===== config.mk =====
export PLATFORM = sky130hd
export DESIGN_NAME = line_activation_signal_generator
export DESIGN_NICKNAME = d
export VERILOG_FILES = /design/src/logic/act_seq_pkg.sv /design/src/logic/frame_timing_if.sv /design/src/logic/line_activation_signal_generator.sv /design/src/logic/frame_timer.sv
export SDC_FILE = /design/constraint.sdc
export NUM_CORES = 1
export LEC_CHECK = 0
export BUFFER_PORTS_ARGS = -buffer_cell sky130_fd_sc_hd__buf_2
export CAP_MARGIN = 5
export CORE_MARGIN = 5
export CORE_UTILIZATION = 54
export CTS_BUF_LIST = sky130_fd_sc_hd__clkbuf_4 sky130_fd_sc_hd__clkbuf_8
export CTS_CLUSTER_SIZE = 24
export DETAILED_ROUTE_END_ITERATION = 12
export PLACE_DENSITY_LB_ADDON = 0.05
export SETUP_SLACK_MARGIN = 0.3
export SYNTH_ARGS = -nofsm -noshare
export SYNTH_HDL_FRONTEND = slang
export SYNTH_HIERARCHICAL = 1
export SYNTH_SLANG_ARGS = --single-unit

===== constraint.sdc =====
create_clock -name clk_sys -period 3.1 [get_ports clk_sys]
set_input_delay 0.155 -clock clk_sys [delete_from_list [all_inputs] [get_ports clk_sys]]
set_output_delay 0.155 -clock clk_sys [all_outputs]
set_load 0.005 [all_outputs]

===== src/logic/act_seq_pkg.sv =====
/*
  Shared constants for the line-terminal activation sequencer: register
  offsets and bit positions, quaternary symbol codes, tone shape, reset values.
  Assumes a single clock domain and a plain strobe register port.
*/
package act_seq_pkg;
  localparam int ADDR_W = 4;
  localparam int DATA_W = 32;

  localparam logic [ADDR_W-1:0] ADDR_CONTROL = 4'h0;
  localparam logic [ADDR_W-1:0] ADDR_COMMAND = 4'h4;
  localparam logic [ADDR_W-1:0] ADDR_STATUS = 4'h8;

  localparam int CTRL_LOOPBACK = 0;
  localparam int CTRL_LOCAL_ACT = 1;

  localparam int CMD_TONE = 0;
  localparam int CMD_PATTERN_ONE = 1;
  localparam int CMD_PATTERN_TWO = 2;
  localparam int CMD_PATTERN_THREE = 3;
  localparam int CMD_TURN_OFF = 4;

  localparam int STAT_STATE_LSB = 0;
  localparam int STAT_STATE_W = 3;
  localparam int STAT_TRANSPARENT = 3;
  localparam int STAT_PENDING = 4;
  localparam int STAT_FAR_ACT = 5;
  localparam int STAT_TX_ON = 6;

  // A symbol is carried as its bit pair: {sign, magnitude}.
  localparam logic [1:0] SYM_PLUS3 = 2'h2;
  localparam logic [1:0] SYM_PLUS1 = 2'h3;
  localparam logic [1:0] SYM_MINUS3 = 2'h0;
  localparam int SYM_SIGN = 1;
  localparam logic [1:0] BITS_ALL_ONE = 2'h3;
  localparam logic [1:0] BITS_ALL_ZERO = 2'h0;

  localparam int TONE_W = 3;
  localparam logic [TONE_W-1:0] TONE_HALF = 3'h4;
  localparam logic [TONE_W-1:0] TONE_STEP = 3'h1;
  localparam logic [TONE_W-1:0] TONE_RESET = 3'h0;

  localparam logic [DATA_W-1:0] RD_IDLE = 32'h0;

  typedef enum logic [2:0] {
    transmitter_off,
    line_wakeup_tone,
    line_pattern_one,
    line_pattern_two,
    line_pattern_three
  } seq_state_e;
endpackage


===== src/logic/frame_timing_if.sv =====
/*
  Carrier between the sequencer and its frame timer: symbol tick, restart,
  position in frame, frame index in superframe and last-symbol flag.
  Assumes both ends run on the same clock.
*/
`timescale 1ns/100ps
interface frame_timing_if #(
  parameter int POS_W = 7,
  parameter int IDX_W = 3
);
  logic tick;
  logic restart;
  logic [POS_W-1:0] symbol_pos;
  logic [IDX_W-1:0] frame_idx;
  logic frame_last;

  modport timer (input tick, input restart, output symbol_pos, output frame_idx,
                 output frame_last);
  modport user (output tick, output restart, input symbol_pos, input frame_idx,
                input frame_last);
endinterface


===== src/logic/line_activation_signal_generator.sv =====
/*
  Line-terminal activation signal generator: wake-up tone, first, second and
  final activation patterns, payload hold until transparency or loopback, register port.
  Assumes symbol_tick, payload and overhead inputs and the far-end indicator
  come from logic on clk_sys; overhead bits arrive already built for service.
*/
// The address-and-strobe port and the address map were left to the implementer.
// Notes on behaviour
// Tone: four +3, four -3, no sync
// Missing inverted word: send ordinary sync word
// Normal overhead: pass service overhead bits through
// Hold payload until both indicators show transparency (code also opens it on loopback)
// Final pattern before transparency: line payload zero (code sends payload on loopback)
// Final pattern runs until turn-off (code also leaves it at a frame boundary on a tone or pattern command)
// First pattern: ordinary sync, all ones
// Sequencer advances only at frame boundaries (code leaves the off state at once)
`timescale 1ns/100ps
module line_activation_signal_generator #(
  parameter int FRAME_SYMBOLS = 120,
  parameter int SYNC_SYMBOLS = 9,
  parameter int OVH_SYMBOLS = 3,
  parameter int SUPERFRAME = 8,
  parameter logic [2*SYNC_SYMBOLS-1:0] SYNC_WORD = '0
) (
  input wire logic clk_sys, // System clock, 25 MHz.
  input wire logic reset, // Synchronous reset, active high.
  input wire logic ce, // Clock enable, freezes all state when low.
  input wire logic [act_seq_pkg::ADDR_W-1:0] addr, // Register byte address.
  input wire logic [act_seq_pkg::DATA_W-1:0] wr_data, // Register write data.
  input wire logic wr_stb, // Register write strobe.
  input wire logic rd_stb, // Register read strobe.
  output logic [act_seq_pkg::DATA_W-1:0] rd_data, // Read data, cycle after rd_stb.
  input wire logic symbol_tick, // One pulse per line symbol.
  input wire logic [1:0] payload_bits, // Payload bit pair for this symbol.
  input wire logic [1:0] overhead_bits, // Service overhead bit pair.
  input wire logic far_act, // Far-end activation indicator.
  output logic [1:0] symbol_out, // Quaternary symbol as bit pair.
  output logic symbol_valid, // Pulse with each new symbol.
  output logic tx_on // Transmitter turned on.
);
  localparam int POS_W = $clog2(FRAME_SYMBOLS);
  localparam int IDX_W = (SUPERFRAME > 1) ? $clog2(SUPERFRAME) : 1;
  localparam logic [POS_W-1:0] POS_SYNC_END = POS_W'(SYNC_SYMBOLS);
  localparam logic [POS_W-1:0] POS_OVH_START = POS_W'(FRAME_SYMBOLS - OVH_SYMBOLS);
  localparam logic [IDX_W-1:0] IDX_MARKED = '0;

  typedef struct packed {
    act_seq_pkg::seq_state_e state;
    act_seq_pkg::seq_state_e pending;
    logic pending_valid;
    logic [act_seq_pkg::TONE_W-1:0] tone_phase;
    logic loopback;
    logic local_act;
    logic transparent;
    logic [1:0] symbol;
    logic symbol_valid;
    logic tx_on;
    logic [act_seq_pkg::DATA_W-1:0] rd_data;
  } gen_s;

  gen_s s;
  gen_s next_s;

  frame_timing_if #(.POS_W(POS_W), .IDX_W(IDX_W)) tm ();

  frame_timer #(
    .FRAME_SYMBOLS(FRAME_SYMBOLS),
    .SUPERFRAME(SUPERFRAME),
    .POS_W(POS_W),
    .IDX_W(IDX_W)
  ) u_timer (
    .clk_sys(clk_sys),
    .reset(reset),
    .ce(ce),
    .tm(tm)
  );

  assign tm.tick = symbol_tick;
  // Frames only run while a signal is on the line, so the tone starts a frame.
  assign tm.restart = (s.state == act_seq_pkg::transmitter_off);

  assign rd_data = s.rd_data;
  assign symbol_out = s.symbol;
  assign symbol_valid = s.symbol_valid;
  assign tx_on = s.tx_on;

  ////////////////////////////////////////////////////////////////////////////

  function automatic logic [1:0] sync_symbol(input logic [POS_W-1:0] pos,
                                             input logic invert);
    logic [1:0] sym;
    sym = SYNC_WORD[2*(SYNC_SYMBOLS-1-int'(pos)) +: 2];
    if (invert) begin
      sym[act_seq_pkg::SYM_SIGN] = ~sym[act_seq_pkg::SYM_SIGN];
    end
    return sym;
  endfunction

  function automatic logic is_frame_state(input act_seq_pkg::seq_state_e st);
    return (st == act_seq_pkg::line_pattern_one) || (st == act_seq_pkg::line_pattern_two) ||
           (st == act_seq_pkg::line_pattern_three);
  endfunction

  // Symbol for one position of a framed pattern; the tone is built apart.
  function automatic logic [1:0] frame_symbol(input act_seq_pkg::seq_state_e st,
                                              input logic [POS_W-1:0] pos,
                                              input logic [IDX_W-1:0] idx,
                                              input logic pass,
                                              input logic [1:0] ovh,
                                              input logic [1:0] pay);
    logic [1:0] sym;
    if (pos < POS_SYNC_END) begin
      // The inverted word marks the superframe only where it is present.
      sym = sync_symbol(pos, (idx == IDX_MARKED) &&
          (st != act_seq_pkg::line_pattern_one));
    end else if (st == act_seq_pkg::line_pattern_one) begin
      sym = act_seq_pkg::BITS_ALL_ONE;
    end else if (pos >= POS_OVH_START) begin
      sym = ovh;
    end else if (st == act_seq_pkg::line_pattern_three && pass) begin
      sym = pay;
    end else begin
      // Payload keeps the pattern-two level until it may open.
      sym = act_seq_pkg::BITS_ALL_ZERO;
    end
    return sym;
  endfunction

  // Status is rebuilt on each read. The far indicator is shown live, ahead of the
  // registered transparency bit, so software can tell which end still holds back.
  function automatic logic [act_seq_pkg::DATA_W-1:0] status_word(
      input act_seq_pkg::seq_state_e st,
      input logic transp,
      input logic pend,
      input logic far,
      input logic on);
    logic [act_seq_pkg::DATA_W-1:0] w;
    w = act_seq_pkg::RD_IDLE;
    w[act_seq_pkg::STAT_STATE_LSB +: act_seq_pkg::STAT_STATE_W] = st;
    w[act_seq_pkg::STAT_TRANSPARENT] = transp;
    w[act_seq_pkg::STAT_PENDING] = pend;
    w[act_seq_pkg::STAT_FAR_ACT] = far;
    w[act_seq_pkg::STAT_TX_ON] = on;
    return w;
  endfunction

  ////////////////////////////////////////////////////////////////////////////

  always_comb begin
    act_seq_pkg::seq_state_e req;
    logic req_valid;
    req = act_seq_pkg::transmitter_off;
    req_valid = 1'b0;
    next_s = s;
    next_s.symbol_valid = 1'b0;
    next_s.rd_data = act_seq_pkg::RD_IDLE;
    next_s.transparent = s.local_act & far_act;
    next_s.tx_on = (s.state != act_seq_pkg::transmitter_off);

    if (symbol_tick && s.state != act_seq_pkg::transmitter_off) begin
      next_s.symbol_valid = 1'b1;
      next_s.tone_phase = s.tone_phase + act_seq_pkg::TONE_STEP;
      if (s.state == act_seq_pkg::line_wakeup_tone) begin
        next_s.symbol = (s.tone_phase < act_seq_pkg::TONE_HALF) ?
            act_seq_pkg::SYM_PLUS3 : act_seq_pkg::SYM_MINUS3;
      end else begin
        next_s.symbol = frame_symbol(s.state, tm.symbol_pos, tm.frame_idx,
                                     s.transparent || s.loopback, overhead_bits,
                                     payload_bits);
      end
    end

    // Changes take effect after the last symbol of a frame; leaving the off
    // state happens at once because no frame is running then.
    if (s.pending_valid) begin
      if (s.state == act_seq_pkg::transmitter_off ||
          (symbol_tick && tm.frame_last && (is_frame_state(s.state) ||
           s.state == act_seq_pkg::line_wakeup_tone))) begin
        next_s.state = s.pending;
        next_s.pending_valid = 1'b0;
        next_s.tone_phase = act_seq_pkg::TONE_RESET;
      end
    end

    if (wr_stb) begin
      if (addr == act_seq_pkg::ADDR_CONTROL) begin
        next_s.loopback = wr_data[act_seq_pkg::CTRL_LOOPBACK];
        next_s.local_act = wr_data[act_seq_pkg::CTRL_LOCAL_ACT];
      end else if (addr == act_seq_pkg::ADDR_COMMAND) begin
        // Turn-off outranks any start so the final pattern can always end.
        req_valid = 1'b1;
        if (wr_data[act_seq_pkg::CMD_TURN_OFF]) begin
          req = act_seq_pkg::transmitter_off;
        end else if (wr_data[act_seq_pkg::CMD_PATTERN_THREE]) begin
          req = act_seq_pkg::line_pattern_three;
        end else if (wr_data[act_seq_pkg::CMD_PATTERN_TWO]) begin
          req = act_seq_pkg::line_pattern_two;
        end else if (wr_data[act_seq_pkg::CMD_PATTERN_ONE]) begin
          req = act_seq_pkg::line_pattern_one;
        end else if (wr_data[act_seq_pkg::CMD_TONE]) begin
          req = act_seq_pkg::line_wakeup_tone;
        end else begin
          req_valid = 1'b0;
        end
      end
    end
    // A new command wins over the clear at a frame boundary.
    if (req_valid) begin
      next_s.pending = req;
      next_s.pending_valid = 1'b1;
    end

    if (rd_stb) begin
      case (addr)
        act_seq_pkg::ADDR_CONTROL: begin
          next_s.rd_data[act_seq_pkg::CTRL_LOOPBACK] = s.loopback;
          next_s.rd_data[act_seq_pkg::CTRL_LOCAL_ACT] = s.local_act;
        end
        act_seq_pkg::ADDR_STATUS: begin
          next_s.rd_data = status_word(s.state, s.transparent, s.pending_valid, far_act,
                                       s.tx_on);
        end
        default: begin
          next_s.rd_data = act_seq_pkg::RD_IDLE;
        end
      endcase
    end
  end

  ////////////////////////////////////////////////////////////////////////////

  // The final pattern has no end of its own: only a new command, turn-off, the tone or another pattern, leaves it at a frame boundary.
  always_ff @(posedge clk_sys) begin
    if (reset) begin
      s <= '0;
    end else if (ce) begin
      s <= next_s;
    end
  end
endmodule


===== src/logic/frame_timer.sv =====
/*
  Symbol position counter within a frame and frame counter within a
  superframe. Assumes tick is a one-cycle pulse per line symbol.
*/
`timescale 1ns/100ps
module frame_timer #(
  parameter int FRAME_SYMBOLS = 120,
  parameter int SUPERFRAME = 8,
  parameter int POS_W = 7,
  parameter int IDX_W = 3
) (
  input wire logic clk_sys, // System clock.
  input wire logic reset, // Synchronous reset, active high.
  input wire logic ce, // Clock enable.
  frame_timing_if.timer tm // Timing towards the sequencer.
);
  localparam logic [POS_W-1:0] POS_LAST = POS_W'(FRAME_SYMBOLS - 1);
  localparam logic [IDX_W-1:0] IDX_LAST = IDX_W'(SUPERFRAME - 1);
  localparam logic [POS_W-1:0] POS_ONE = POS_W'(1);
  localparam logic [IDX_W-1:0] IDX_ONE = IDX_W'(1);

  typedef struct packed {
    logic [POS_W-1:0] pos;
    logic [IDX_W-1:0] idx;
  } timer_s;

  timer_s s;
  timer_s next_s;

  assign tm.symbol_pos = s.pos;
  assign tm.frame_idx = s.idx;
  assign tm.frame_last = (s.pos == POS_LAST);

  always_comb begin
    next_s = s;
    if (tm.restart) begin
      next_s = '0;
    end else if (tm.tick) begin
      if (s.pos == POS_LAST) begin
        next_s.pos = '0;
        next_s.idx = (s.idx == IDX_LAST) ? '0 : s.idx + IDX_ONE;
      end else begin
        next_s.pos = s.pos + POS_ONE;
      end
    end
  end

  always_ff @(posedge clk_sys) begin
    if (reset) begin
      s <= '0;
    end else if (ce) begin
      s <= next_s;
    end
  end
endmodule


## Yosys cells after proc, flatten, opt, wreduce, memory -nomap -nowiden

Cells that the tools add are included.

- Add/subtract/negate cells: 4
- Magnitude comparators: 3
- Reduce and logical (&&, ||, !) cells: 22
- Eq/ne operators: 9
- Shift-type cells: 1
- Muxes and demuxes: 36
- Bitwise logic cells: 2

Operator list:

| operator | count |
|---|---|
| $mux W3 | 8 |
| $mux W10 | 2 |
| $shiftx A18 B9 Y2 const A | 1 |
| $mux W2 | 8 |
| $mux W7 | 2 |
| $mux W1 | 12 |
| $reduce_and A3 Y1 | 3 |
| $mux W4 | 2 |
| $sub A4 B7 Y8 const A | 1 |
| $add A7 B1 Y7 const B | 1 |
| $eq A7 B7 Y1 const B | 1 |
| $ge A7 B7 Y1 const B | 1 |
| $lt A7 B4 Y1 const B | 1 |
| $add A3 B1 Y3 const B | 2 |
| $eq A3 B2 Y1 const B | 2 |
| $eq A3 B3 Y1 const B | 2 |
| $logic_not A3 Y1 | 2 |
| $reduce_and A2 Y1 | 3 |
| $logic_and A1 B1 Y1 | 5 |
| $logic_or A1 B1 Y1 | 5 |
| $mux W5 | 1 |
| $eq A4 B3 Y1 const B | 1 |
| $eq A4 B4 Y1 const B | 1 |
| $logic_not A4 Y1 | 1 |
| other kinds (8) | 9 |

- Flip-flop bits (word level): 59
- Word-level logic and storage cells: 90

## Logic depth before layout (Yosys ltp)

Gate-level depths: netlist of the first run.

- Depth in word-level cells: 9
- Depth in mapped cells: 7

## By module

The synthesis of the first run kept the hierarchy.

Modules (own cells, without submodules):

| module | instances | cells an instance | area each (µm²) |
|---|---|---|---|
| line_activation_signal_generator | 1 | 174 | 1471.4 |
| frame_timer | 1 | 61 | 545.5 |

## Worst setup path after synthesis of the first run

No wires, ideal clock.

- Kind: register to register
- Start point: register u_timer.s (netlist bit u_timer/tm.symbol_pos[0])
- End point: register s[46] (netlist name)
- Clock period less this slack: 1.746 ns
- Cell stages (with the launch flop): 8
- Path slack: 1.354 ns
- Data arrival time: 1.674 ns
- Data required time: 3.028 ns
- Path buffers: 0
- Setup time: 0.072 ns
- Cells stage by stage: dfxtp_1 > ha_1 > nand2_1 > nor2_1 > nand2_1 > maj3_2 > nor3b_4 > mux2i_1

- Longest elaborated chain between the ends: 5

Ends and longest elaborated chain:

| what | RTL line | source |
|---|---|---|
| from (decl) | frame_timer.sv:27 | `timer_s s;` |
| from (signal assigned) | frame_timer.sv:52 | `s <= next_s;` |
| $eq A7 B7 Y1 | frame_timer.sv:32 | `assign tm.frame_last = (s.pos == POS_LAST);` |
| named net tm.frame_last | frame_timing_if.sv:15 | `logic frame_last;` |
| $logic_and A1 B1 Y1 (2 in a row) | line_activation_signal_generator.sv:177 | `(symbol_tick && tm.frame_last && (is_frame_state(s.state) \|\|` |
| $logic_or A1 B1 Y1 | line_activation_signal_generator.sv:176 | `if (s.state == act_seq_pkg::transmitter_off \|\|` |
| $reduce_and A3 Y1 (no source line) | n/a |  |
| to (signal assigned) | line_activation_signal_generator.sv:237 | `s <= next_s;` |
| to (decl) | line_activation_signal_generator.sv:61 | `gen_s s;` |

The timed path passes the listed nets, and every way through them passes these cells.
A chain may end at the register's enable or synchronous reset.

## Worst setup path in the final report of the first run

- Start point: register u_timer.s (netlist bit u_timer/tm.symbol_pos[0])
- End point: register s[47] (netlist name)

The elaborated chain is that of the path after synthesis.

==> insert_results.sql, run 1 <==
INSERT INTO impl_metrics (metric_group, metric, value, unit) VALUES
('outcome', 'outcome', 'complete, no violations', ''),
('clocking', 'cts_sinks', '34', ''),
('global_route', 'grt_max_degree', '36', ''),
('synthesis', 'synth_largest_area_cell', 'sky130_fd_sc_hd__dfxtp_1', ''),
('power_and_ir_drop', 'comb_power_share', '6.0', '%'),
('synthesis', 'synthMostInstantiatedCell', 'sky130_fd_sc_hd__buf_4', ''),
('drt', 'drt_iter0_markers', '121', ''),
('clocking', 'tritoncts', 'built', ''),
('power_and_ir_drop', 'netSwitchingPower', '0.000203', 'W'),
('clocking', 'cts.root.buffer_cell', 'sky130_fd_sc_hd__clkbuf_8', ''),
('clocking', 'cts.hold.buffers_added', '0', ''),
('floorplanning', 'initial_utilization', '55.5', '%'),
('power_and_ir_drop', 'peakVddDrop', '0.321', 'mV'),
('clocking', 'clkTransAtPathRegs', '0.07', 'ns'),
('power_and_ir_drop', 'power.leakage', '0.850', 'nW'),
('global_route', 'number_of_global_route_vias_before_repair', '1392', ''),
('layout', 'area.growth.synth_to_final', '4.40', '%'),
('power_and_ir_drop', 'sw_frac_of_total', '24.3', '%'),
('global_route', 'wire_length_of_the_first_global_routing_pass', '6510', 'µm'),
('synthesis', 'syn-mean-instance-area', '8.58', 'µm²'),
('worst_setup_path', 'worst-endpoint-required', '3.32', 'ns'),
('synthesis', 'synth_cells', '235', ''),
('layout', 'drive_above_1_share', '19.3', '%'),
('floorplanning', 'core.rowCount', '22', ''),
('worst_setup_path', 'worst-path-max-fanout', '6', ''),
('timing', 'setup-violations-final', '0', ''),
('layout', 'antenna_cells', '0', ''),
('drt', 'wl_per_cell', '13.3', 'µm'),
('worst_setup_path', 'crit_end_category', 'register', ''),
('clocking', 'clock_path_buffers', '2', ''),
('synthesis', 'synth-edff-count', '0', ''),
('floorplanning', 'num_io_pins', '83', ''),
('placed_design', 'post-dp-hpwl', '2890', 'µm'),
('clocking', 'cts_made_buffers', '5', ''),
('floorplanning', 'fp.dieW', '71.1', 'µm'),
('placed_design', 'finalWeightedCongestion', '0.784', ''),
('power_and_ir_drop', 'internal_power', '0.000632', 'W'),
('synthesis', 'synth_flop_cell', 'sky130_fd_sc_hd__dfxtp_1', ''),
('timing', 'rsz0062_at_grt', 'no', ''),
('timing', 'timing.final.crit_period', '2.00', 'ns'),
('power_and_ir_drop', 'power.sequential.fraction', '52.5', '%'),
('global_route', 'globalRouteTotalUtil', '16.0', '%'),
('drt', 'detail_route.drc_violations', '0', ''),
('placed_design', 'port-buffer-count', '30', ''),
('drt', 'routed_wirelength', '4010', 'µm'),
('floorplanning', 'die_area', '5060', 'µm²'),
('layout', 'finalNetCount', '304', ''),
('timing', 'finalClockSkew', '0.00604', 'ns'),
('synthesis', 'synthesis.yosys.warnings', '6', ''),
('clocking', 'htree_num_levels', '2', ''),
('timing', 'timing.final.max_slew_violations', '0', ''),
('drt', 'ant_nets', '0', ''),
('clocking', 'post_cts.repair.setup_buffers', '0', ''),
('synthesis', 'synth_seq_cells', '34', ''),
('hold_path', 'hold_path_class', 'input port to register', ''),
('timing', 'final_hold_viol_count', '0', ''),
('synthesis', 'synthesis.area', '2020', 'µm²'),
('global_route', 'number_of_antenna_violations_at_the_first_check_in_global_routing', '0', ''),
('worst_setup_path', 'cp-start-kind', 'register', ''),
('timing', 'fin_worst_hold_slack', '0.119', 'ns'),
('timing', 'fmax', '501', 'MHz'),
('drt', 'drt-vias-per-instance', '5.35', ''),
('drt', 'detailroute.via_count', '1616', ''),
('timing', 'totalNegativeSetupSlack', '0', 'ns'),
('drt', 'firstDrtPassIters', '4', ''),
('timing', 'period_share', '64.4', '%'),
('clocking', 'ctsResizeCount', '0', ''),
('power_and_ir_drop', 'power.share.clock', '41.5', '%'),
('power_and_ir_drop', 'power-per-cell-area', '397', 'nW/µm²'),
('timing', 'worstMarginPinSlew', '0.692', 'ns'),
('synthesis', 'synth_top_cells_by_area', 'sky130_fd_sc_hd__dfxtp_1, sky130_fd_sc_hd__buf_4, sky130_fd_sc_hd__a21oi_1', '');
## power by group through the flow
stage,Combinational [W],Clock [W],Sequential [W]
2_1_floorplan,0.0000508,0,0.000449
3_3_place_gp,0.0000491,0,0.000449
3_5_place_dp,0.0000493,0,0.000449
4_1_cts,0.0000494,0.000353,0.000439
5_1_grt,0.0000570,0.000375,0.000439
6_report,0.0000502,0.000346,0.000439
## worst paths after layout
kind | depth (start not counted) | to | startpoint | slack (ns)
hold reg to reg | 2 | rd_data[0] | rd_data[0] | 0.45
setup reg to reg | 7 | s[47] | u_timer/tm.symbol_pos[0] | 1.10
hold / removal | 3 | rd_data[5] | far_act | 0.12
setup / recovery | 7 | s[47] | u_timer/tm.symbol_pos[0] | 1.10
## worst max-delay path, stage by stage (launching register included)
cell and delay (ns):
sky130_fd_sc_hd__dfxtp_1 0.41, sky130_fd_sc_hd__ha_1 0.29, sky130_fd_sc_hd__nand2_1 0.11, sky130_fd_sc_hd__nor2_1 0.13, sky130_fd_sc_hd__nand2_1 0.07, sky130_fd_sc_hd__maj3_2 0.34, sky130_fd_sc_hd__nor3b_4 0.36, sky130_fd_sc_hd__mux2i_1 0.22
## placed cells by master, fill, tap and decap left out, types with 5 or more instances in the layout
cell type,instances
sky130_fd_sc_hd__inv_1,9
sky130_fd_sc_hd__nor3_1,5
sky130_fd_sc_hd__clkbuf_8,6
sky130_fd_sc_hd__nor2_1,15
sky130_fd_sc_hd__o21ai_0,13
sky130_fd_sc_hd__nand3_1,8
sky130_fd_sc_hd__dfxtp_1,34
sky130_fd_sc_hd__nand2b_1,7
sky130_fd_sc_hd__a22oi_1,5
sky130_fd_sc_hd__nand2_1,10
sky130_fd_sc_hd__a21oi_1,16
sky130_fd_sc_hd__conb_1,25
sky130_fd_sc_hd__or3_1,7
sky130_fd_sc_hd__mux2i_1,6
sky130_fd_sc_hd__buf_2,30
## through the flow
stage / setup WS [ns] / power (W) / cell area (µm²) / instances
after global placement: 1.12 / 0.000498 / 2010 / 294
final: 1.10 / 0.000835 / 2110 / 302
after CTS: 1.10 / 0.000840 / 2110 / 302
after detailed placement: 1.13 / 0.000498 / 2010 / 294
after floorplan: 1.35 / 0.000499 / 2110 / 259
after global routing: 0.964 / 0.000870 / 2110 / 302
## layout make-up
class / count / area [µm²]
repair buffers: 31 / 158
multi-input cells: 172 / 1080
well taps: 48 / 60.1
inverters: 9 / 33.8
fillers: 377 / 1530
clock buffers: 6 / 82.6
clock inverters: 2 / 12.5
flip-flops and latches: 34 / 681
## registers in the layout, indices dropped and copies added, names as in the netlist
signal                 flops
rd_data                    7
s                         13
symbol_out                 2
symbol_valid               1
tx_on                      1
u_timer/tm.frame_idx       3
u_timer/tm.symbol_pos      7
## logic make-up after synthesis
kind of cell,after synthesis,synth area share [%]
adder cells (fa/ha/maj),5,3.04
other,1,0.186
AO/OA/AOI/OAI,54,17.1
XOR/XNOR,3,1.30
multiplexers,9,4.65
flip-flops,34,33.7
AND/OR/NAND/NOR,76,22.7
buffers and inverters,53,17.2
## routing by layer
layer  part of all wire (%)  global-route usage (%)
met5                      0                       0
met2                     43                    22.6
met1                     50                    23.3
met3                    6.1                    5.40
met4                   0.87                    3.76
(Power assumes the default switching activity.)
==> run 2: changes to the inputs <==
--- a/config.mk
+++ b/config.mk
@@ -8,7 +8,7 @@
 export BUFFER_PORTS_ARGS = -buffer_cell sky130_fd_sc_hd__buf_2
 export CAP_MARGIN = 5
 export CORE_MARGIN = 5
-export CORE_UTILIZATION = 54
+export CORE_UTILIZATION = 45
 export CTS_BUF_LIST = sky130_fd_sc_hd__clkbuf_4 sky130_fd_sc_hd__clkbuf_8
 export CTS_CLUSTER_SIZE = 24
 export DETAILED_ROUTE_END_ITERATION = 12
==> constraint.sdc (replaced) <==
create_clock -name clk_sys -period 1.6 [get_ports clk_sys]
set_input_delay 0.08 -clock clk_sys [delete_from_list [all_inputs] [get_ports clk_sys]]
set_output_delay 0.08 -clock clk_sys [all_outputs]
set_load 0.005 [all_outputs]
==> run 2 against run 1 <==
  * Worst setup slack got worse by 1.1 ns
  * Largest power group unchanged
  * Clock skew decreased by 0.0022 ns
  * Highest routed layer unchanged
  * Largest cell class unchanged
  * Register-to-register slack got worse by 1.1 ns
  * Flip-flop and latch count unchanged
  * Hold slack got worse by 0.080 ns
  * Cell area increased by 22%
  * The run now ends with negative setup slack left
  * Routed wire length increased by 16%
  * Critical endpoint is now s[48]
  * Total power increased by 88%
  * Critical path type unchanged
  * First-iteration DRC count decreased by 26%
==> insert_results.sql, run 2 (same netlist as run 1, synthesis figures left out) <==
INSERT INTO impl_metrics (metric_group, metric, value, unit) VALUES
('worst_setup_path', 'crit_end_category', 'register', ''),
('floorplanning', 'die_area', '5920', 'µm²'),
('global_route', 'number_of_antenna_violations_at_the_first_check_in_global_routing', '0', ''),
('timing', 'final_hold_viol_count', '0', ''),
('placed_design', 'place_worst_setup_slack', '-0.0581', 'ns'),
('clocking', 'clkLatencyLatePin', '0.29', 'ns'),
('drt', 'routed_wirelength', '4640', 'µm'),
('global_route', 'wire_length_of_the_first_global_routing_pass', '7560', 'µm'),
('floorplanning', 'num_io_pins', '83', ''),
('worst_setup_path', 'worstSetupPathType', 'register to register', ''),
('timing', 'timing.final.max_slew_violations', '0', ''),
('clocking', 'cts_made_buffers', '5', ''),
('timing', 'finalClockSkew', '0.00388', 'ns'),
('drt', 'detailroute.via_count', '1781', ''),
('timing', 'setup-violations-final', '4', ''),
('clocking', 'cts_sinks', '34', ''),
('hold_path', 'hold_path_class', 'input port to register', ''),
('layout', 'most-common-layout-cells', 'sky130_fd_sc_hd__buf_2, sky130_fd_sc_hd__dfxtp_1, sky130_fd_sc_hd__conb_1, sky130_fd_sc_hd__buf_4, sky130_fd_sc_hd__nor2_1', ''),
('placed_design', 'postPlaceCellArea', '2240', 'µm²'),
('job', 'maxCapViolations', '0', ''),
('clocking', 'cts.hold.buffers_added', '0', ''),
('timing', 'period_share', '102', '%'),
('layout', 'largest_register_ff_count', '13', ''),
('timing', 'worstMarginPinSlew', '0.545', 'ns'),
('drt', 'ant_nets', '0', ''),
('drt', 'detail_route.drc_violations', '0', ''),
('hold_path', 'worstHoldPathCells', '3', ''),
('layout', 'area.growth.synth_to_final', '27.0', '%'),
('worst_setup_path', 'reg2reg_setup_slack', '-0.03', 'ns'),
('global_route', 'number_of_global_route_vias_before_repair', '1573', ''),
('floorplanning', 'fp.dieW', '77.0', 'µm'),
('worst_setup_path', 'worst-path-max-fanout', '6', ''),
('drt', 'drt-vias-per-instance', '5.27', ''),
('power_and_ir_drop', 'peakVddDrop', '0.478', 'mV'),
('layout', 'area_taken_by_multi_input_logic_gates', '1250', 'µm²'),
('worst_setup_path', 'cp-start-kind', 'register', ''),
('layout', 'drive_above_1_share', '39.5', '%'),
('global_route', 'grt-ovfl-total', '0', ''),
('layout', 'layout.core_utilization', '58.8', '%'),
('layout', 'layout_commonest_cell', 'sky130_fd_sc_hd__buf_2', ''),
('placed_design', 'port-buffer-count', '30', ''),
('clocking', 'cts.root.buffer_cell', 'sky130_fd_sc_hd__clkbuf_8', ''),
('timing', 'timing.final.crit_period', '1.63', 'ns'),
('floorplanning', 'fp.coreArea', '4350', 'µm²'),
('clocking', 'tritoncts', 'built', ''),
('layout', 'fillCellCount', '421', ''),
('clocking', 'clock_path_buffers', '2', ''),
('drt', 'drt_iter0_markers', '90', ''),
('clocking', 'htree_num_levels', '2', ''),
('layout', 'max_flop_register', 's', ''),
('floorplanning', 'core.rowCount', '24', ''),
('layout', 'layout.area.seq', '698', 'µm²'),
('outcome', 'outcome', 'finished with violations', ''),
('outcome', 'violations', 'negative setup slack', ''),
('floorplanning', 'die_height', '77.0', 'µm'),
('floorplanning', 'initial_utilization', '46.3', '%'),
('worst_setup_path', 'worst_r2r_path_depth', '8', ''),
('worst_setup_path', 'worst_r2r_startpoint', 'u_timer/tm.symbol_pos[0]', ''),
('power_and_ir_drop', 'power.leakage', '1.05', 'nW'),
('hold_path', 'worst_hold_startpoint', 'far_act', ''),
('global_route', 'grt_max_degree', '20', ''),
('power_and_ir_drop', 'power-per-cell-area', '611', 'nW/µm²'),
('worst_setup_path', 'worstReg2RegEnd', 's[48]', ''),
('timing', 'relSlewSlack', '63.2', '%'),
('drt', 'firstDrtPassIters', '4', ''),
('layout', 'antenna_cells', '0', ''),
('placed_design', 'finalWeightedCongestion', '0.795', ''),
('layout', 'finalNetCount', '337', ''),
('timing', 'rsz0062_at_grt', 'yes', ''),
('worst_setup_path', 'worstPathArrival', '1.84', 'ns'),
('layout', 'layout.cell_area.non_filler', '2560', 'µm²'),
('timing', 'fmax', '614', 'MHz'),
('timing', 'fin_ws', '-0.0292', 'ns'),
('placed_design', 'post-dp-hpwl', '3300', 'µm'),
('worst_setup_path', 'worst-endpoint-required', '1.81', 'ns'),
('global_route', 'globalRouteTotalUtil', '15.4', '%'),
('hold_path', 'timing.hold.worst_endpoint', 'rd_data[5]', ''),
('clocking', 'clkTransAtPathRegs', '0.07', 'ns'),
('drt', 'wl_per_cell', '13.7', 'µm');
==> run 2: changes by cell type in the layout (fill, tap and decap cells not counted), moves of 4 or more <==
cell / delta
sky130_fd_sc_hd__a21oi_2: +6
sky130_fd_sc_hd__o21ai_0: -4
sky130_fd_sc_hd__dfxtp_1: -8
sky130_fd_sc_hd__dfxtp_2: +5
sky130_fd_sc_hd__or3_4: +4
sky130_fd_sc_hd__buf_6: +9
sky130_fd_sc_hd__buf_4: +24
sky130_fd_sc_hd__a21oi_1: -6
==> run 2: per-stage QoR <==
| stage | hold slack [ns] | instances | TNS [ns] | total power (W) |
|---|---|---|---|---|
| 2_1_floorplan | 0.139 | 259 | -0.0211 | 0.000963 |
| 3_3_place_gp | 0.336 | 320 | -0.171 | 0.000972 |
| 3_5_place_dp | 0.336 | 320 | -0.189 | 0.000972 |
| 4_1_cts | 0.0304 | 332 | -0.116 | 0.00158 |
| 5_1_grt | 0.0369 | 338 | -0.664 | 0.00164 |
| 6_report | 0.0391 | 338 | -0.0818 | 0.00157 |
==> run 2: where the power goes <==
part | switching (W) | internal [W]
clock | 0.000308 | 0.000292
sequential | 0.00000169 | 0.000843
combinational | 0.0000763 | 0.0000446
==> run 2: critical path, cell delays in order (launching register included) <==
cell,delay (ns)
sky130_fd_sc_hd__dfxtp_4,0.36
sky130_fd_sc_hd__ha_4,0.14
sky130_fd_sc_hd__nand2_4,0.05
sky130_fd_sc_hd__nor2_2,0.10
sky130_fd_sc_hd__nand2_1,0.06
sky130_fd_sc_hd__maj3_2,0.33
sky130_fd_sc_hd__nor3b_4,0.19
sky130_fd_sc_hd__buf_6,0.16
sky130_fd_sc_hd__mux2i_1,0.17
==> run 2: timing repair <==
| item | 4_1_cts | 5_1_grt |
|---|---|---|
| pin swaps | 15 | 7 |
| hold endpoints to repair | 0 | 0 |
| gates cloned | 0 | 0 |
| gates resized for setup | 16 | 24 |
| setup buffers | 5 | 6 |
| endpoints found under the setup margin | 18 | 19 |
==> run 2: area by class of cell <==
type / count / area share (%)
Multi-Input combinational cell: 172 / 48.7
Sequential cell: 34 / 27.3
Timing Repair Buffer: 64 / 17.1
Clock buffer: 5 / 2.69
Tap cell: 52 / 2.54
Inverter: 9 / 1.32
Clock inverter: 2 / 0.391
==> run 2: layer usage <==
metal	wire length, µm	GRT usage, %	share of wire, %
met5	0	0	0
met4	38	4.72	0.82
met2	2220	22.2	48
met1	2120	22.1	46
met3	256	4.33	5.5
==> run 2: worst max-delay path by stage <==
stage / start / to / slack, ns / cells past startpoint
floorplan: s[46] / u_timer/tm.symbol_pos[6] / -0.006 / 7
global placement: u_timer/tm.symbol_pos[1] / s[46] / -0.05 / 8
detailed placement: u_timer/tm.symbol_pos[1] / s[48] / -0.06 / 8
CTS: u_timer/tm.symbol_pos[0] / s[48] / -0.04 / 8
global route: u_timer/tm.symbol_pos[0] / s[46] / -0.13 / 8
finish: u_timer/tm.symbol_pos[0] / s[48] / -0.03 / 8
